`src/ssa_pkg.sv`:
```
// Shared constants for the status register access link
package ssa_pkg;
  // ----------------------------------------------------------------
  // Command opcodes
  // ----------------------------------------------------------------
  localparam logic [7:0] OP_READ_ONE    = 8'h05;
  localparam logic [7:0] OP_READ_TWO    = 8'h35;
  localparam logic [7:0] OP_READ_THREE  = 8'h15;
  localparam logic [7:0] OP_READ_INDIR  = 8'h65;
  localparam logic [7:0] OP_WRITE_ONE   = 8'h01;
  localparam logic [7:0] OP_WRITE_TWO   = 8'h31;
  localparam logic [7:0] OP_WRITE_THREE = 8'h11;
  localparam logic [7:0] OP_WREN        = 8'h06;
  localparam logic [7:0] OP_WREN_VOL    = 8'h50;
  // ----------------------------------------------------------------
  // Status byte addresses and layout
  // ----------------------------------------------------------------
  localparam logic [7:0] ADDR_STAT_ONE   = 8'h01;
  localparam logic [7:0] ADDR_STAT_TWO   = 8'h02;
  localparam logic [7:0] ADDR_STAT_THREE = 8'h03;
  localparam logic [7:0] ADDR_STAT_LAST  = 8'h05;
  localparam logic [7:0] UNDEF_DATA      = 8'h00;
  localparam int         WEL_BIT         = 1;
  localparam logic [7:0] RST_STAT_ONE    = 8'h00;
  localparam logic [7:0] RST_STAT_TWO    = 8'h00;
  localparam logic [7:0] RST_STAT_THREE  = 8'h00;
  localparam logic [7:0] RST_STAT_FOUR   = 8'h00;
  localparam logic [7:0] RST_STAT_FIVE   = 8'h00;
  // ----------------------------------------------------------------
  // Host controller registers (AXI4-Lite byte addresses)
  // ----------------------------------------------------------------
  localparam logic [3:0] HREG_CTRL   = 4'h0;
  localparam logic [3:0] HREG_TXDATA = 4'h4;
  localparam logic [3:0] HREG_RXDATA = 4'h8;
  localparam logic [3:0] HREG_STATUS = 4'hc;
  localparam int         CTRL_TX_LSB = 0;
  localparam int         CTRL_RX_LSB = 8;
  localparam logic [1:0] RESP_OKAY   = 2'h0;
  localparam logic [1:0] RESP_SLVERR = 2'h2;
  // ----------------------------------------------------------------
  // Timing
  // ----------------------------------------------------------------
  localparam int CLK_PERIOD_NS = 25;
  localparam int SCK_HALF_NS   = 200;
  localparam int SCK_HALF_CYC  = SCK_HALF_NS / CLK_PERIOD_NS;
endpackage

```
`src/ssa_link_if.sv`:
```
// Serial link between host controller and status register device
`timescale 1ns/1ps
interface ssa_link_if;
  logic cs_n;
  logic sck;
  logic si;
  logic so;
  logic so_oe;
  modport dev (
    input  cs_n,
    input  sck,
    input  si,
    output so,
    output so_oe
  );
  modport host (
    output cs_n,
    output sck,
    output si,
    input  so,
    input  so_oe
  );
endinterface

```
`src/ssa_flash_end.sv`:
```
// Device end: status register read and write command interpreter
// Functional notes
// - 05h/35h/15h read status bytes one-three
// - Opcode is eight clocks, MSB first
// - Direct read: opcode then data, no address
// - Chip-select release ends read, output floats
// - 65h: opcode, address in; data out
// - One 8-bit address byte after 65h
// - Dummy byte on clocks 16-23
// - Addresses 01h-05h map status bytes one-five
// - Data from clock 24, MSB first
// - Address auto-increments after each byte
// - Host chooses read length by release
// - Unimplemented addresses give undefined bytes
// - Address wraps FFh to 00h
// - 01h/31h/11h write status bytes one-three
// - Write: opcode and data in, nothing out
// - 50h arms next write, latch unchanged
// - 06h sets latch before non-volatile write
// - Release after write clears the latch
// - Partial-byte release aborts the write
// - 01h second data byte writes byte two
`timescale 1ns/1ps
module ssa_flash_end (
  input  wire logic        clock,
  input  wire logic        rst_n,
  ssa_link_if.dev          link,
  output logic [39:0]      status_word,
  output logic             write_enable_latch
);
  // ----------------------------------------------------------------
  // Pin synchronisers and edge detection
  // ----------------------------------------------------------------
  logic       cs_s1, cs_s2, cs_d;
  logic       sck_s1, sck_s2, sck_d;
  logic       si_s1, si_s2;
  logic       rise, fall, cs_end;
  logic [7:0] stat [1:5];

  always_ff @(posedge clock) begin
    if (!rst_n) begin
      cs_s1  <= 1'b1;
      cs_s2  <= 1'b1;
      cs_d   <= 1'b1;
      sck_s1 <= 1'b0;
      sck_s2 <= 1'b0;
      sck_d  <= 1'b0;
      si_s1  <= 1'b0;
      si_s2  <= 1'b0;
    end else begin
      cs_s1  <= link.cs_n;
      cs_s2  <= cs_s1;
      cs_d   <= cs_s2;
      sck_s1 <= link.sck;
      sck_s2 <= sck_s1;
      sck_d  <= sck_s2;
      si_s1  <= link.si;
      si_s2  <= si_s1;
    end
  end

  assign rise   = sck_s2 & ~sck_d & ~cs_s2;
  assign fall   = ~sck_s2 & sck_d & ~cs_s2;
  assign cs_end = cs_s2 & ~cs_d;

  // ----------------------------------------------------------------
  // Bit and byte framing
  // ----------------------------------------------------------------
  logic [2:0] bit_cnt;
  logic [2:0] byte_cnt;
  logic [7:0] in_sr;
  logic [7:0] next_byte;
  logic       byte_done;
  logic [7:0] opcode;

  assign next_byte = {in_sr[6:0], si_s2};
  assign byte_done = rise & (bit_cnt == 3'h7);

  always_ff @(posedge clock) begin
    if (!rst_n || cs_s2) begin
      bit_cnt  <= 3'h0;
      byte_cnt <= 3'h0;
      in_sr    <= 8'h00;
    end else if (rise) begin
      bit_cnt <= bit_cnt + 3'h1;
      in_sr   <= next_byte;
      if (byte_done && byte_cnt != 3'h7) begin
        byte_cnt <= byte_cnt + 3'h1;
      end
    end
  end

  always_ff @(posedge clock) begin
    if (!rst_n) begin
      opcode <= 8'h00;
    end else if (byte_done && byte_cnt == 3'h0) begin
      opcode <= next_byte;
    end
  end

  // ----------------------------------------------------------------
  // Command decode
  // ----------------------------------------------------------------
  function automatic logic [7:0] direct_addr(input logic [7:0] op);
    logic [7:0] a;
    a = 8'h00;
    unique case (op)
      ssa_pkg::OP_READ_ONE,
      ssa_pkg::OP_WRITE_ONE:   a = ssa_pkg::ADDR_STAT_ONE;
      ssa_pkg::OP_READ_TWO,
      ssa_pkg::OP_WRITE_TWO:   a = ssa_pkg::ADDR_STAT_TWO;
      ssa_pkg::OP_READ_THREE,
      ssa_pkg::OP_WRITE_THREE: a = ssa_pkg::ADDR_STAT_THREE;
      default:                 a = 8'h00;
    endcase
    return a;
  endfunction

  function automatic logic is_dread(input logic [7:0] op);
    return op == ssa_pkg::OP_READ_ONE || op == ssa_pkg::OP_READ_TWO ||
           op == ssa_pkg::OP_READ_THREE;
  endfunction

  function automatic logic is_dwrite(input logic [7:0] op);
    return op == ssa_pkg::OP_WRITE_ONE || op == ssa_pkg::OP_WRITE_TWO ||
           op == ssa_pkg::OP_WRITE_THREE;
  endfunction

  function automatic logic [7:0] reg_data(input logic [7:0] a,
                                          input logic [39:0] w);
    logic [7:0] d;
    d = ssa_pkg::UNDEF_DATA;
    if (a >= ssa_pkg::ADDR_STAT_ONE && a <= ssa_pkg::ADDR_STAT_LAST) begin
      d = w[(3'(a - 8'h01))*8 +: 8];
    end
    return d;
  endfunction

  // ----------------------------------------------------------------
  // Read data path
  // ----------------------------------------------------------------
  logic       rd_act;
  logic       rd_indir;
  logic [7:0] rd_addr;
  logic [7:0] out_sr;
  logic [39:0] word;

  assign word = {stat[5], stat[4], stat[3], stat[2], stat[1]};

  always_ff @(posedge clock) begin
    if (!rst_n || cs_s2) begin
      rd_act   <= 1'b0;
      rd_indir <= 1'b0;
      rd_addr  <= 8'h00;
      out_sr   <= 8'h00;
    end else if (byte_done) begin
      if (byte_cnt == 3'h0 && is_dread(next_byte)) begin
        rd_act  <= 1'b1;
        rd_addr <= direct_addr(next_byte);
        out_sr  <= reg_data(direct_addr(next_byte), word);
      end else if (byte_cnt == 3'h0 &&
                   next_byte == ssa_pkg::OP_READ_INDIR) begin
        rd_indir <= 1'b1;
      end else if (rd_indir && byte_cnt == 3'h1) begin
        rd_addr <= next_byte;
      end else if (rd_indir && byte_cnt == 3'h2) begin
        rd_act  <= 1'b1;
        out_sr  <= reg_data(rd_addr, word);
        rd_addr <= rd_addr + 8'h01;
      end else if (rd_act && rd_indir) begin
        out_sr  <= reg_data(rd_addr, word);
        rd_addr <= rd_addr + 8'h01;
      end else if (rd_act) begin
        out_sr <= reg_data(rd_addr, word);
      end
    end else if (fall && rd_act) begin
      out_sr <= {out_sr[6:0], 1'b0};
    end
  end

  // ----------------------------------------------------------------
  // Output pin drive
  // ----------------------------------------------------------------
  always_ff @(posedge clock) begin
    if (!rst_n || cs_s2) begin
      link.so    <= 1'b0;
      link.so_oe <= 1'b0;
    end else if (fall && rd_act) begin
      link.so    <= out_sr[7];
      link.so_oe <= 1'b1;
    end
  end

  // ----------------------------------------------------------------
  // Write data capture
  // ----------------------------------------------------------------
  logic [7:0] wdat_a;
  logic [7:0] wdat_b;

  always_ff @(posedge clock) begin
    if (!rst_n) begin
      wdat_a <= 8'h00;
      wdat_b <= 8'h00;
    end else if (byte_done && byte_cnt == 3'h1) begin
      wdat_a <= next_byte;
    end else if (byte_done && byte_cnt == 3'h2) begin
      wdat_b <= next_byte;
    end
  end

  // ----------------------------------------------------------------
  // Write enables and status registers
  // ----------------------------------------------------------------
  logic vol_arm;
  logic whole;
  logic wr_ok;
  logic [7:0] wr_idx;

  assign whole  = bit_cnt == 3'h0 && byte_cnt != 3'h0;
  assign wr_ok  = cs_end && whole && is_dwrite(opcode) &&
                  byte_cnt >= 3'h2 &&
                  (stat[1][ssa_pkg::WEL_BIT] || vol_arm);
  assign wr_idx = direct_addr(opcode);

  always_ff @(posedge clock) begin
    if (!rst_n) begin
      vol_arm <= 1'b0;
    end else if (cs_end && whole) begin
      vol_arm <= (opcode == ssa_pkg::OP_WREN_VOL) && byte_cnt == 3'h1;
    end
  end

  always_ff @(posedge clock) begin
    if (!rst_n) begin
      stat[1] <= ssa_pkg::RST_STAT_ONE;
      stat[2] <= ssa_pkg::RST_STAT_TWO;
      stat[3] <= ssa_pkg::RST_STAT_THREE;
      stat[4] <= ssa_pkg::RST_STAT_FOUR;
      stat[5] <= ssa_pkg::RST_STAT_FIVE;
    end else if (cs_end) begin
      if (wr_ok) begin
        stat[wr_idx[2:0]] <= wdat_a;
        if (opcode == ssa_pkg::OP_WRITE_ONE && byte_cnt >= 3'h3) begin
          stat[2] <= wdat_b;
        end
      end
      if (is_dwrite(opcode)) begin
        stat[1][ssa_pkg::WEL_BIT] <= 1'b0;
      end else if (opcode == ssa_pkg::OP_WREN && whole &&
                   byte_cnt == 3'h1) begin
        stat[1][ssa_pkg::WEL_BIT] <= 1'b1;
      end
    end
  end

  // ----------------------------------------------------------------
  // User view of the status bytes
  // ----------------------------------------------------------------
  assign status_word        = word;
  assign write_enable_latch = stat[1][ssa_pkg::WEL_BIT];
endmodule

```
`src/flat_wrapper.sv`:
```
// flat-port wrapper written by rule: the top's interface ports become plain ports
module ssa_flash_end_flat 
  (clock, rst_n, status_word, write_enable_latch, link_cs_n, link_sck, link_si, link_so, link_so_oe);
  ssa_link_if link_i ();
  input  wire logic clock;
  input  wire logic rst_n;
  output logic [39:0] status_word;
  output logic write_enable_latch;
  input wire logic [$bits(link_i.cs_n)-1:0] link_cs_n;
  input wire logic [$bits(link_i.sck)-1:0] link_sck;
  input wire logic [$bits(link_i.si)-1:0] link_si;
  output wire logic [$bits(link_i.so)-1:0] link_so;
  output wire logic [$bits(link_i.so_oe)-1:0] link_so_oe;
  assign link_i.cs_n = link_cs_n;
  assign link_i.sck = link_sck;
  assign link_i.si = link_si;
  assign link_so = link_i.so;
  assign link_so_oe = link_i.so_oe;
  ssa_flash_end u_core (.clock(clock), .rst_n(rst_n), .link(link_i), .status_word(status_word), .write_enable_latch(write_enable_latch));
endmodule
```
`config.mk`:
```
export PLATFORM = sky130hd
export DESIGN_NAME = ssa_flash_end_flat
export DESIGN_NICKNAME = d
export VERILOG_FILES = /design/src/ssa_pkg.sv /design/src/ssa_link_if.sv /design/src/ssa_flash_end.sv /design/src/flat_wrapper.sv
export SDC_FILE = /design/constraint.sdc
export NUM_CORES = 1
export LEC_CHECK = 0
export ABC_AREA = 0
export BUFFER_PORTS_ARGS = -buffer_cell sky130_fd_sc_hd__buf_2
export CAP_MARGIN = 20
export CORE_MARGIN = 2
export CORE_UTILIZATION = 30
export DETAILED_ROUTE_END_ITERATION = 8
export PLACE_DENSITY = 0.58
export SLEW_MARGIN = 20
export SYNTH_ARGS = -nofsm -noshare
export SYNTH_HDL_FRONTEND = slang
export SYNTH_SLANG_ARGS = --single-unit
```
`constraint.sdc`:
```
create_clock -name clock -period 8.3 [get_ports clock]
set_input_delay 1.66 -clock clock [delete_from_list [all_inputs] [get_ports clock]]
set_output_delay 1.66 -clock clock [all_outputs]
set_load 0.02 [all_outputs]
```
; Word-level counts from Yosys, hierarchy flattened
; Memories as Yosys holds them, arrays and structs flattened.
; Index checks and enable logic that the tools add are counted.
; W data, S select, Z words.
[op_classes]
n_reduce_logical = 47
n_addsub = 5
shift = 2
n_eq_ne = 25
magnitude_cmp = 6
bitwise_logic = 21
mux = 49
[ops]
columns = cell, n
row1 = $mux W8, 20
row2 = $shiftx A40 B7 Y8, 2
row3 = $eq A8 B5 Y1 const B, 4
row4 = $eq A8 B6 Y1 const B, 4
row5 = $mux W1, 25
row6 = $eq A8 B3 Y1 const B, 3
row7 = $logic_and A1 B1 Y1, 21
row8 = $eq A8 B1 Y1 const B, 2
row9 = $eq A8 B7 Y1 const B, 2
row10 = $ge A8 B1 Y1 const B, 2
row11 = $le A8 B3 Y1 const B, 2
row12 = $pmux W2 S3, 2
row13 = $reduce_or A2 Y1, 6
row14 = $and A1 B1 Y1, 9
row15 = $ne A3 B3 Y1 const B, 3
row16 = $add A8 B1 Y8 const B, 1
row17 = $not A1 Y1, 8
row18 = $reduce_and A4 Y1, 2
row19 = $reduce_or A8 Y1, 1
row20 = $add A3 B1 Y3 const B, 2
row21 = $eq A3 B3 Y1 const B, 2
row22 = $ge A3 B2 Y1 const B, 2
row23 = $logic_not A3 Y1, 2
row24 = $logic_or A1 B1 Y1, 6
row25 = other kinds (15), 22
[totals]
register_bits = 66
input_bits = 5
mem_bits_rw = 40
out_inout_bits = 43
memories = 1
elab_cells = 177
[memory_table]
columns = memory, words, word_bits, read_ports, rd_clocked_by_memory_dff, wr, line
row1 = u_core.stat, 5, 8, 5, 0, 5, ssa_flash_end.sv:38  ; logic [7:0] stat [1:5];

; Logic depth before layout (Yosys ltp)
; Gate-level depths: netlist (run 1).
[logic_depth]
word_depth = 13
depth_mapped = 12
depth_no_buf = 8

; Worst setup path after synthesis (run 1)
; OpenSTA, ideal clock, no wires.
[synth_path]
path_type = input -> register
startpoint = input port rst_n
endpoint = memory u_core.stat[3][0] (enable)
slack_ps = 4726
stages = 3
t_arrival_ps = 3181
path_buffers = 0
required_time_ps = 7907
cell_sequence = nand4bb_1 > or4_1 > o41ai_1
[synth_lines]
columns = element, line
row1 = start: declaration, flat_wrapper.sv:6  ; input wire logic rst_n;
row2 = end: declaration, ssa_flash_end.sv:38

==> summary.md, run 1 <==
| Metric | Value |
|---|---|
| Run status | `finished clean` |
| Comb power frac | `around 3.8%` |
| EDFF count, synth | `23` |
| Vias per cell | `~5` |
| H-tree depth | `3` |
| Detailed Route WL | `between 10,000 and 15,000 µm` |
| Hold WC Path Type | `register to register` |
| Synth Area in Compound Gates | `~16%` |
| Setup bufs post-CTS | `0` |
| Maximum clock frequency | `~270 MHz` |
| Hold Buf Count CTS | `0` |
| Sw Share | `around 22%` |
| DRT Pass-1 Iters | `4` |
| Die Span X | `~130 µm` |
| Async SR Flop Fraction | `0%` |
| Core Area | `15,830 µm²` |
| DRT antenna net count | `0` |
| Synth area leaders | `dfxtp_1, edfxtp_1, mux2i_1, nor2_1, nand2_1` |
| Slew HR | `34.73%` |
| Initial antenna violation count | `0` |
| Reg power frac | `slightly below 50%` |
| Synth Area in Simple Gates | `about a quarter` |
| Number of max-cap violations | `0` |
| Synth top area share | `27.81%` |
| Die Y | `130.8 µm` |
| Unrepaired setup endpoints after global routing | `false` |
| Routability congestion estimate | `between 0.8 and 0.9` |
| Seq/Total Area, Yosys | `42.13%` |
| CTS root buffer | `clkbuf_16` |
| Startpoint types | `primary input` |
| Setup TNS | `0 ns` |
| Final slew viol count | `0` |
| Global route total overflow | `0` |
| CTS Sinks | `90` |
| Post-Synth Adder-Cell Area | `approximately 3.4%` |
| Wire per inst | `about 16 µm` |
| Final Non-Filler Cells | `about 760` |
| Synth warn | `0` |
| Pwr dens | `175.9 nW/µm²` |
| N_diodes | `0` |
| Final hold viol count | `0` |
| Critical path's top delay family | `simple AND/OR/NAND/NOR gates` |
| Mapped Avg Cell Area | `a little over 9 µm²` |
| Worst EP arrival | `~3.8 ns` |
| Layout cell share with drive strength beyond 1 | `between 10% and 20%` |
| Pint | `between 700 and 800 µW` |
| Slew @ Worst Pin | `about 1 ns` |
| Mux contribution to synthesized area | `under 10%` |
| CP peak stage delay | `roughly 0.54 ns` |
| Synthesized flop and latch total | `90` |
| First-pass GRT wire length | `between 15,000 and 20,000 µm` |
| Final worst-path cycle share | `a little under half` |
| Synthesized cell area | `about 4800 µm²` |
| Leak | `about 1.8 nW` |
| Die area | `17,110 µm²` |
| Main combinational cell family by area after synthesis | `simple AND/OR/NAND/NOR gates` |
| Top cell type by total area after synthesis | `dfxtp_1` |
| Residual DRC | `0` |
| GRT Total Usage | `around 15%` |
| Worst VDD drop | `~0.000096 V` |
| # resized after CTS | `0` |
| Syn Inst Count | `about 530` |
| Number of global-route vias before repair | `around 3,700` |
| TritonCTS clock tree | `yes` |
| Initial DRC Count | `between 300 and 400` |
| Yosys cell types | `66` |
| Starting Density | `between 30% and 40%` |
| Crit-path cells | `buf_2, nand4bb_1, or4_1, nor3_2, nand2_1, nand3b_1` |
| HPWL Detailed | `8702 µm` |
| Nets | `approximately 560` |
| Latest clock arrival within the worst-skew pair | `between 0.3 and 0.4 ns` |
| Syn-to-layout area delta | `12.48%` |
| CTS Buf Count | `9` |
| Clk buf depth | `2` |
| Row cnt | `46` |
| Slowest cell on the critical path | `or4_1` |
| I/O pin cnt | `48` |
| Prevailing post-synth register cell | `dfxtp_1` |
| Type of destination of the critical path | `register` |
| Clock skew | `slightly below 0.007 ns` |
| Final setup fails | `0` |
| Largest net degree at the start of global routing | `between 40 and 50` |
| Req. time, crit path | `8.32 ns` |
| Crit Path Class | `primary input to register` |
| # port buffers | `31` |
| WP buf/inv | `1` |
| DP Cell Count | `between 700 and 800` |
| Crit path max fanout | `42` |
| Most frequent cell after synthesis | `dfxtp_1` |
| Worst-path clk slew | `roughly 0.070 ns` |
| Vias | `between 3,000 and 4,000` |
| Post-Synth XOR/XNOR Area | `0.5447%` |
| Post-route minimum period | `about 3.8 ns` |
| Sw power | `roughly 210 µW` |
| Top cells by count, synth | `dfxtp_1, nor2_1, nand2_1, mux2i_1` |
| Clock network fraction of design power | `a little under half` |
## flip-flops by register name, summed over array words and instances (netlist names), 3 cells and up
| signal | flops |
|---|---|
| u_core.wdat_b | 8 |
| u_core.in_sr | 7 |
| u_core.rd_addr | 8 |
| u_core.bit_cnt | 3 |
| u_core.wdat_a | 8 |
| u_core.out_sr | 8 |
| u_core.byte_cnt | 3 |
| u_core.stat | 24 |
| u_core.opcode | 8 |
## power by group through the flow
stage / Sequential [mW] / Combinational [mW] / Clock (mW)
final: 0.461 / 0.0360 / 0.458
after global routing: 0.461 / 0.0399 / 0.484
after CTS: 0.460 / 0.0354 / 0.465
after detailed placement: 0.470 / 0.0353 / 0
after global placement: 0.470 / 0.0347 / 0
after floorplan: 0.473 / 0.0284 / 0
## area by class of cell
cell class / instances / area, µm²
fill: 1610 / 10400
timing repair buffer: 34 / 197.7
clock inverter: 6 / 97.59
sequential: 90 / 2032
clock buffer: 10 / 239.0
multi-input combinational: 390 / 2521
inverter: 18 / 67.56
tap: 216 / 270.3
## logic make-up after synthesis
logic type | after synthesis
AOI/OAI and AO/OA | 99
muxes | 26
other | 1
adders and majority gates | 13
xor gates and xnor gates | 3
DFF | 90
buffers and inverters | 68
and+or+nand+nor | 233
## worst register-to-register path, stage by stage (launching register included)
cell	delay [ns]
dfxtp_1	0.48
or3_1	0.68
or2_1	0.47
ha_1	0.81
nor4_1	0.18
a311oi_1	0.31
o221ai_1	0.18
a32o_1	0.30
## per-stage QoR
stage / hold WS [ns] / worst slack [ns] / power, mW / cell area, µm² / util, %
final: 0.4347 / 4.545 / 0.9545 / 5425 / 34.28
after global routing: 0.4631 / 4.362 / 0.9847 / 5425 / 34.28
after CTS: 0.4409 / 4.535 / 0.9605 / 5398 / 34.10
after detailed placement: 0.4221 / 4.166 / 0.5057 / 5061 / 31.98
after global placement: 0.3996 / 4.255 / 0.5052 / 5061 / 31.98
after floorplan: 0.3863 / 4.726 / 0.5010 / 4880 / -
## cell usage in the layout (no fill, tap or decap), types with 4 or more instances in the layout
cell       count
nand2_1       49
nand2b_1       8
buf_2         31
a311oi_1       8
nor4_1         9
and2_1        15
edfxtp_1      23
nor2b_1       15
a32o_1         7
nor2_1        56
clkbuf_16      9
a31oi_1        5
nor3_1        14
or3_1          4
mux2i_1       26
inv_1         16
a21oi_1       18
ha_1          13
dfxtp_1       67
conb_1        16
a21boi_0      16
nand3b_1       5
a22o_1         6
nand3_1       23
and3_1         9
o221ai_1       7
o21ai_1        7
## routing by layer
metal / vias to the layer above / track usage, % / wire length (µm)
li1: 1904 / - / -
met1: 1883 / 19.63 / 5795
met2: 96 / 22.76 / 5593
met3: 20 / 2.728 / 499
met4: 0 / 6.884 / 301
met5: - / 0 / 0
## final timing paths
| path | to | start | cells after the start | slack (ns) |
|---|---|---|---|---|
| setup / recovery | u_core.stat[2][6] | rst_n | 6 | 4.54 |
| hold / removal | u_core.cs_s2 | u_core.cs_s1 | 1 | 0.43 |
| setup reg to reg | u_core.out_sr[5] | u_core.in_sr[4] | 7 | 4.78 |
| hold reg to reg | u_core.cs_s2 | u_core.cs_s1 | 1 | 0.43 |
(Power assumes the default switching activity.)
==> run 2: changes to the inputs <==
Settings changed: PLACE_DENSITY 0.58 to 0.6.
Clock period 8.3 ns to 3.3 ns, I/O delays scaled along.
==> summary.md, run 2 (synthesis results as in run 1) <==
| Metric | Value |
|---|---|
| Number of flip-flops in the largest register | `24 (unchanged)` |
| Commonest non-fill, non-tap cell in the layout | `dfxtp_1` |
| Unrepaired setup endpoints after global routing | `false` |
| # port buffers | `31 (unchanged)` |
| Sw Share | `20.81% (-1.5 points)` |
| DRT antenna net count | `0 (unchanged)` |
| Maximum clock frequency | `approximately 330 MHz` |
| Final slew viol count | `0 (unchanged)` |
| Initial antenna violation count | `0 (unchanged)` |
| Hold WC Path Type | `register to register` |
| Hold Buf Count CTS | `0 (unchanged)` |
| Comb power frac | `3.8% (about the same)` |
| Post-route minimum period | `just over 3 ns` |
| Residual DRC | `0 (unchanged)` |
| Number of global-route vias before repair | `3,851 (+4.9%)` |
| CTS root buffer | `clkbuf_16` |
| Die area | `17,110 µm² (unchanged)` |
| Vias | `4,019 (+3.0%)` |
| Syn-to-layout area delta | `14.06%` |
| HPWL Detailed | `9049 µm (+4.0%)` |
| Crit Path Class | `register to register` |
| Largest net degree at the start of global routing | `41 (-4.7%)` |
| CTS Buf Count | `9 (unchanged)` |
| Global route total overflow | `0 (unchanged)` |
| Die Y | `130.8 µm (unchanged)` |
| CP peak stage delay | `0.82 ns (+0.28 ns)` |
| Die Span X | `130.8 µm (unchanged)` |
| Worst VDD drop | `0.0002226 V (+130%)` |
| Worst EP arrival | `3.29 ns (-0.48 ns)` |
| Pwr dens | `442.2 nW/µm² (+150%)` |
| Number of max-cap violations | `0 (unchanged)` |
| I/O pin cnt | `48 (unchanged)` |
| Most frequent cells in the layout | `dfxtp_1, nor2_1, nand2_1` |
| Req. time, crit path | `3.54 ns (-4.78 ns)` |
| Setup bufs post-CTS | `0 (unchanged)` |
| CTS Sinks | `90 (unchanged)` |
| Worst hold slack | `0.4271 ns (-0.007571 ns)` |
| Layout cell share with drive strength beyond 1 | `13.42% (+1.4 points)` |
| Core Area | `15,830 µm² (unchanged)` |
| Post-place instance area | `5151 µm² (+1.8%)` |
| Wire per inst | `16.04 µm (+0.52%)` |
| Startpoint types | `register` |
| Crit-path cells | `or3b_4, or2_1, ha_1, nor4b_1, a311oi_1, o221ai_1, a32o_1` |
| Row cnt | `46 (unchanged)` |
| Run status | `finished clean` |
| Reg power frac | `47.6% (-0.7 points)` |
| Leak | `1.888 nW (+2.6%)` |
| DRT Pass-1 Iters | `5 (+1)` |
| Slew HR | `43.40% (+8.7 points)` |
| Vias per cell | `5.186 (+1.5%)` |
| # resized after CTS | `0 (unchanged)` |
| Type of destination of the critical path | `register` |
| Nets | `572 (+2.0%)` |
| Most flops, register | `u_core.stat` |
| Final hold viol count | `0 (unchanged)` |
| First-pass GRT wire length | `20,230 µm (+3.5%)` |
| Worst-path clk slew | `0.06 ns (about the same)` |
| GRT Total Usage | `15.25% (+0.63 points)` |
| N_diodes | `0 (unchanged)` |
| Initial DRC Count | `409 (+23%)` |
| Slew @ Worst Pin | `0.8376 ns (-0.1372 ns)` |
| H-tree depth | `3 (unchanged)` |
| Final worst-path cycle share | `between 90 and 100%` |
| Latest clock arrival within the worst-skew pair | `0.35 ns (about the same)` |
| Clock skew | `0.006594 ns (-0.0003646 ns)` |
| Routability congestion estimate | `0.8695 (+4.5%)` |
| Final setup fails | `0 (unchanged)` |
| Sw power | `506.4 µW (+140%)` |
| Slowest cell on the critical path | `ha_1` |
| Final instance area | `5502 µm² (+1.4%)` |
| Pint | `1.927 mW (+160%)` |
| Crit path max fanout | `24 (-43%)` |
| WP buf/inv | `0 (-1)` |
| Starting Density | `30.47% (unchanged)` |
| Critical path's top delay family | `simple AND/OR/NAND/NOR gates` |
| Clk buf depth | `2 (unchanged)` |
| Clock network fraction of design power | `48.6% (+0.6 points)` |
| Setup TNS | `0 ns (unchanged)` |
| TritonCTS clock tree | `yes` |
| Detailed Route WL | `12,430 µm (+2.0%)` |
-- run 2: power groups by stage --
| stage | Combinational (mW) | Clock, mW | Sequential (mW) |
|---|---|---|---|
| floorplan | 0.0714 | 0 | 1.19 |
| global placement | 0.0927 | 0 | 1.18 |
| detailed placement | 0.0931 | 0 | 1.18 |
| CTS | 0.0932 | 1.21 | 1.16 |
| global route | 0.102 | 1.24 | 1.16 |
| finish | 0.0932 | 1.18 | 1.16 |
-- run 2: path summary, 6_finish.rpt --
kind	from	to	slack, ns	cells past startpoint
hold / removal	u_core.cs_s1	u_core.cs_s2	0.43	1
setup reg to reg	u_core.si_s2	u_core.out_sr[6]	0.25	7
hold reg to reg	u_core.cs_s1	u_core.cs_s2	0.43	1
setup / recovery	u_core.si_s2	u_core.out_sr[6]	0.25	7
-- run 2: through the flow --
stage | setup WS (ns) | util (%) | instances | power (mW)
final | 0.2550 | 34.76 | 775 | 2.433
after global routing | 0.05163 | 34.76 | 775 | 2.500
after CTS | 0.2982 | 34.76 | 775 | 2.464
after detailed placement | 0.3221 | 32.55 | 759 | 1.276
after global placement | 0.3860 | 32.55 | 759 | 1.276
after floorplan | 0.5466 | - | 548 | 1.260
-- run 2: area by class of cell --
| cell class | instances | area, µm² |
|---|---|---|
| Timing Repair Buffer | 45 | 260.3 |
| Tap cell | 216 | 270.3 |
| Fill cell | 1605 | 10330 |
| Clock buffer | 13 | 282.8 |
| Clock inverter | 3 | 67.56 |
| Inverter | 18 | 67.56 |
| Multi-Input combinational cell | 390 | 2521 |
| Sequential cell | 90 | 2032 |
-- run 2: routing by layer --
metal	wire length [µm]	up-vias	track usage, %
met5	0	-	0
li1	-	1936	-
met3	470	20	2.321
met2	6049	111	25.28
met4	267	0	6.446
met1	5641	1952	19.87
==> run 3: changes to the inputs <==
Settings changed: CTS_BUF_LIST set to sky130_fd_sc_hd__clkbuf_4 sky130_fd_sc_hd__clkbuf_8.
==> summary.md, run 3 (synthesis results as in run 1) <==
| Metric | Value |
|---|---|
| Hold Buf Count CTS | `0 (unchanged)` |
| Min-Delay Path Depth | `1 (unchanged)` |
| GRT Total Usage | `15.22% (-0.034 points)` |
| Total Power | `2.234 mW (-8.2%)` |
| Leak | `1.852 nW (-1.9%)` |
| Nets | `572 (unchanged)` |
| Hold Path End | `u_core.cs_s2` |
| Wire per inst | `15.91 µm (-0.77%)` |
| Pint | `1.766 mW (-8.4%)` |
| Core Area | `15,830 µm² (unchanged)` |
| Pwr dens | `412.4 nW/µm² (-6.7%)` |
| Sw power | `468.6 µW (-7.5%)` |
| Filler cells | `1,616 (+0.69%)` |
| Clk buf depth | `2 (unchanged)` |
| Layout cell share with drive strength beyond 1 | `13.77% (+0.36 points)` |
| Unrepaired setup endpoints after global routing | `false` |
| Final setup fails | `0 (unchanged)` |
| N_diodes | `0 (unchanged)` |
| Number of flip-flops in the largest register | `24 (unchanged)` |
| R2R Setup Slk | `0.27 ns (about the same)` |
| Number of max-cap violations | `0 (unchanged)` |
| Crit path max fanout | `24 (unchanged)` |
| Hold WC Path Type | `register to register` |
| DP Cell Count | `759 (unchanged)` |
| Reg power frac | `51.8% (+4.2 points)` |
| CTS Sinks | `90 (unchanged)` |
| Final worst-path cycle share | `91.82% (-0.45 points)` |
| Most frequent cells in the layout | `dfxtp_1, nor2_1, nand2_1` |
| Reg2reg start | `u_core.si_s2` |
| Startpoint types | `register` |
| Run status | `finished clean` |
| # resized after CTS | `0 (unchanged)` |
| Type of destination of the critical path | `register` |
| Slew @ Worst Pin | `0.8479 ns (+0.01035 ns)` |
| Latest clock arrival within the worst-skew pair | `0.36 ns (about the same)` |
| Setup TNS | `0 ns (unchanged)` |
| Commonest non-fill, non-tap cell in the layout | `dfxtp_1` |
| Worst VDD drop | `0.0001515 V (-32%)` |
| Final slew viol count | `0 (unchanged)` |
| Row cnt | `46 (unchanged)` |
| Starting Density | `30.47% (unchanged)` |
| Worst hold start | `u_core.cs_s1` |
| Req. time, crit path | `3.56 ns (+0.02 ns)` |
| CTS root buffer | `clkbuf_8` |
| Initial DRC Count | `445 (+8.8%)` |
| # port buffers | `31 (unchanged)` |
| Most flops, register | `u_core.stat` |
| Vias | `4,008 (-0.27%)` |
| Clock network fraction of design power | `44.0% (-4.6 points)` |
| Slew HR | `42.70% (-0.70 points)` |
| Worst-path clk slew | `0.08 ns (+0.02 ns)` |
| Largest net degree at the start of global routing | `41 (unchanged)` |
| Final instance area | `5418 µm² (-1.5%)` |
| Final Non-Filler Cells | `775 (unchanged)` |
| FF-to-FF path depth | `7 (unchanged)` |
| Global route total overflow | `0 (unchanged)` |
| First-pass GRT wire length | `20,190 µm (-0.20%)` |
| Final hold viol count | `0 (unchanged)` |
| Post-route minimum period | `3.030 ns (-0.01481 ns)` |
| Setup bufs post-CTS | `0 (unchanged)` |
| Die Y | `130.8 µm (unchanged)` |
| Crit Path Class | `register to register` |
| HPWL Detailed | `9049 µm (unchanged)` |
| CTS Buf Count | `9 (unchanged)` |
| Comb power frac | `4.2% (+0.4 points)` |
| Die area | `17,110 µm² (unchanged)` |
| H-tree depth | `3 (unchanged)` |
| Number of global-route vias before repair | `3,862 (+0.29%)` |
| Maximum clock frequency | `330.0 MHz (+0.49%)` |
| Routability congestion estimate | `0.8695 (unchanged)` |
| Sw Share | `20.97% (+0.16 points)` |
| Vias per cell | `5.172 (-0.27%)` |
| Clock skew | `0.006090 ns (-0.0005037 ns)` |
| Residual DRC | `0 (unchanged)` |
| I/O pin cnt | `48 (unchanged)` |
| Initial antenna violation count | `0 (unchanged)` |
| Post-place instance area | `5151 µm² (unchanged)` |
| Worst EP arrival | `3.30 ns (about the same)` |
| Detailed Route WL | `12,330 µm (-0.77%)` |
| DRT antenna net count | `0 (unchanged)` |
| Worst hold slack | `0.4321 ns (+0.004995 ns)` |
| RR Endpoint | `u_core.out_sr[6]` |
| TritonCTS clock tree | `yes` |
| Die Span X | `130.8 µm (unchanged)` |
| Syn-to-layout area delta | `12.32%` |
| DRT Pass-1 Iters | `5 (unchanged)` |
-- run 3: changes by cell type in the layout (fill, tap and decap cells not counted) --
cell       previous run  this run
bufinv_16             2         4
clkbuf_4              0         2
clkbuf_1              2         0
clkbuf_16            11         0
clkbuf_8              0         9
-- run 3: layout make-up --
cell class	instances	area (µm²)	share of cell area, %
Clock buffer	11	138.9	2.564
Clock inverter	5	127.6	2.356
Inverter	18	67.56	1.247
Multi-Input combinational cell	390	2521	46.54
Sequential cell	90	2032	37.51
Tap cell	216	270.3	4.988
Timing Repair Buffer	45	260.3	4.804
-- run 3: stage by stage --
step | utilization, % | setup WS (ns)
after floorplan | - | 0.5466
after global placement | 32.55 | 0.3860
after detailed placement | 32.55 | 0.3221
after CTS | 34.23 | 0.2938
after global routing | 34.23 | 0.03138
final | 34.23 | 0.2698
-- run 3: power groups by stage --
stage          Combinational [mW]  Clock, mW  Sequential [mW]
6_report                   0.0930      0.984             1.16
4_1_cts                    0.0932       1.01             1.16
3_3_place_gp               0.0927          0             1.18
5_1_grt                     0.102       1.05             1.16
2_1_floorplan              0.0714          0             1.19
3_5_place_dp               0.0931          0             1.18
-- run 3: worst max path at each step --
stage	from	end	slack [ns]
final	u_core.si_s2	u_core.out_sr[6]	0.27
after detailed placement	u_core.si_s2	u_core.out_sr[6]	0.32
after CTS	u_core.si_s2	u_core.out_sr[3]	0.29
after floorplan	u_core.in_sr[2]	u_core.out_sr[7]	0.55
after global placement	u_core.si_s2	u_core.out_sr[1]	0.39
after global routing	u_core.si_s2	u_core.out_sr[5]	0.03
-- run 3: per-layer routing --
| metal | vias up | wire length (µm) | track usage (%) |
|---|---|---|---|
| li1 | 1934 | - | - |
| met1 | 1929 | 5487 | 19.69 |
| met2 | 124 | 6006 | 25.06 |
| met3 | 21 | 561 | 2.199 |
| met4 | 0 | 278 | 7.259 |
| met5 | - | 0 | 0 |
-- run 3: critical path, cell delays in order, from the launching register on --
cell,delay (ns)
dfxtp_1,0.44
or3b_4,0.41
or2_1,0.40
ha_1,0.81
nor4b_1,0.14
a311oi_1,0.30
o221ai_1,0.16
a32o_1,0.27
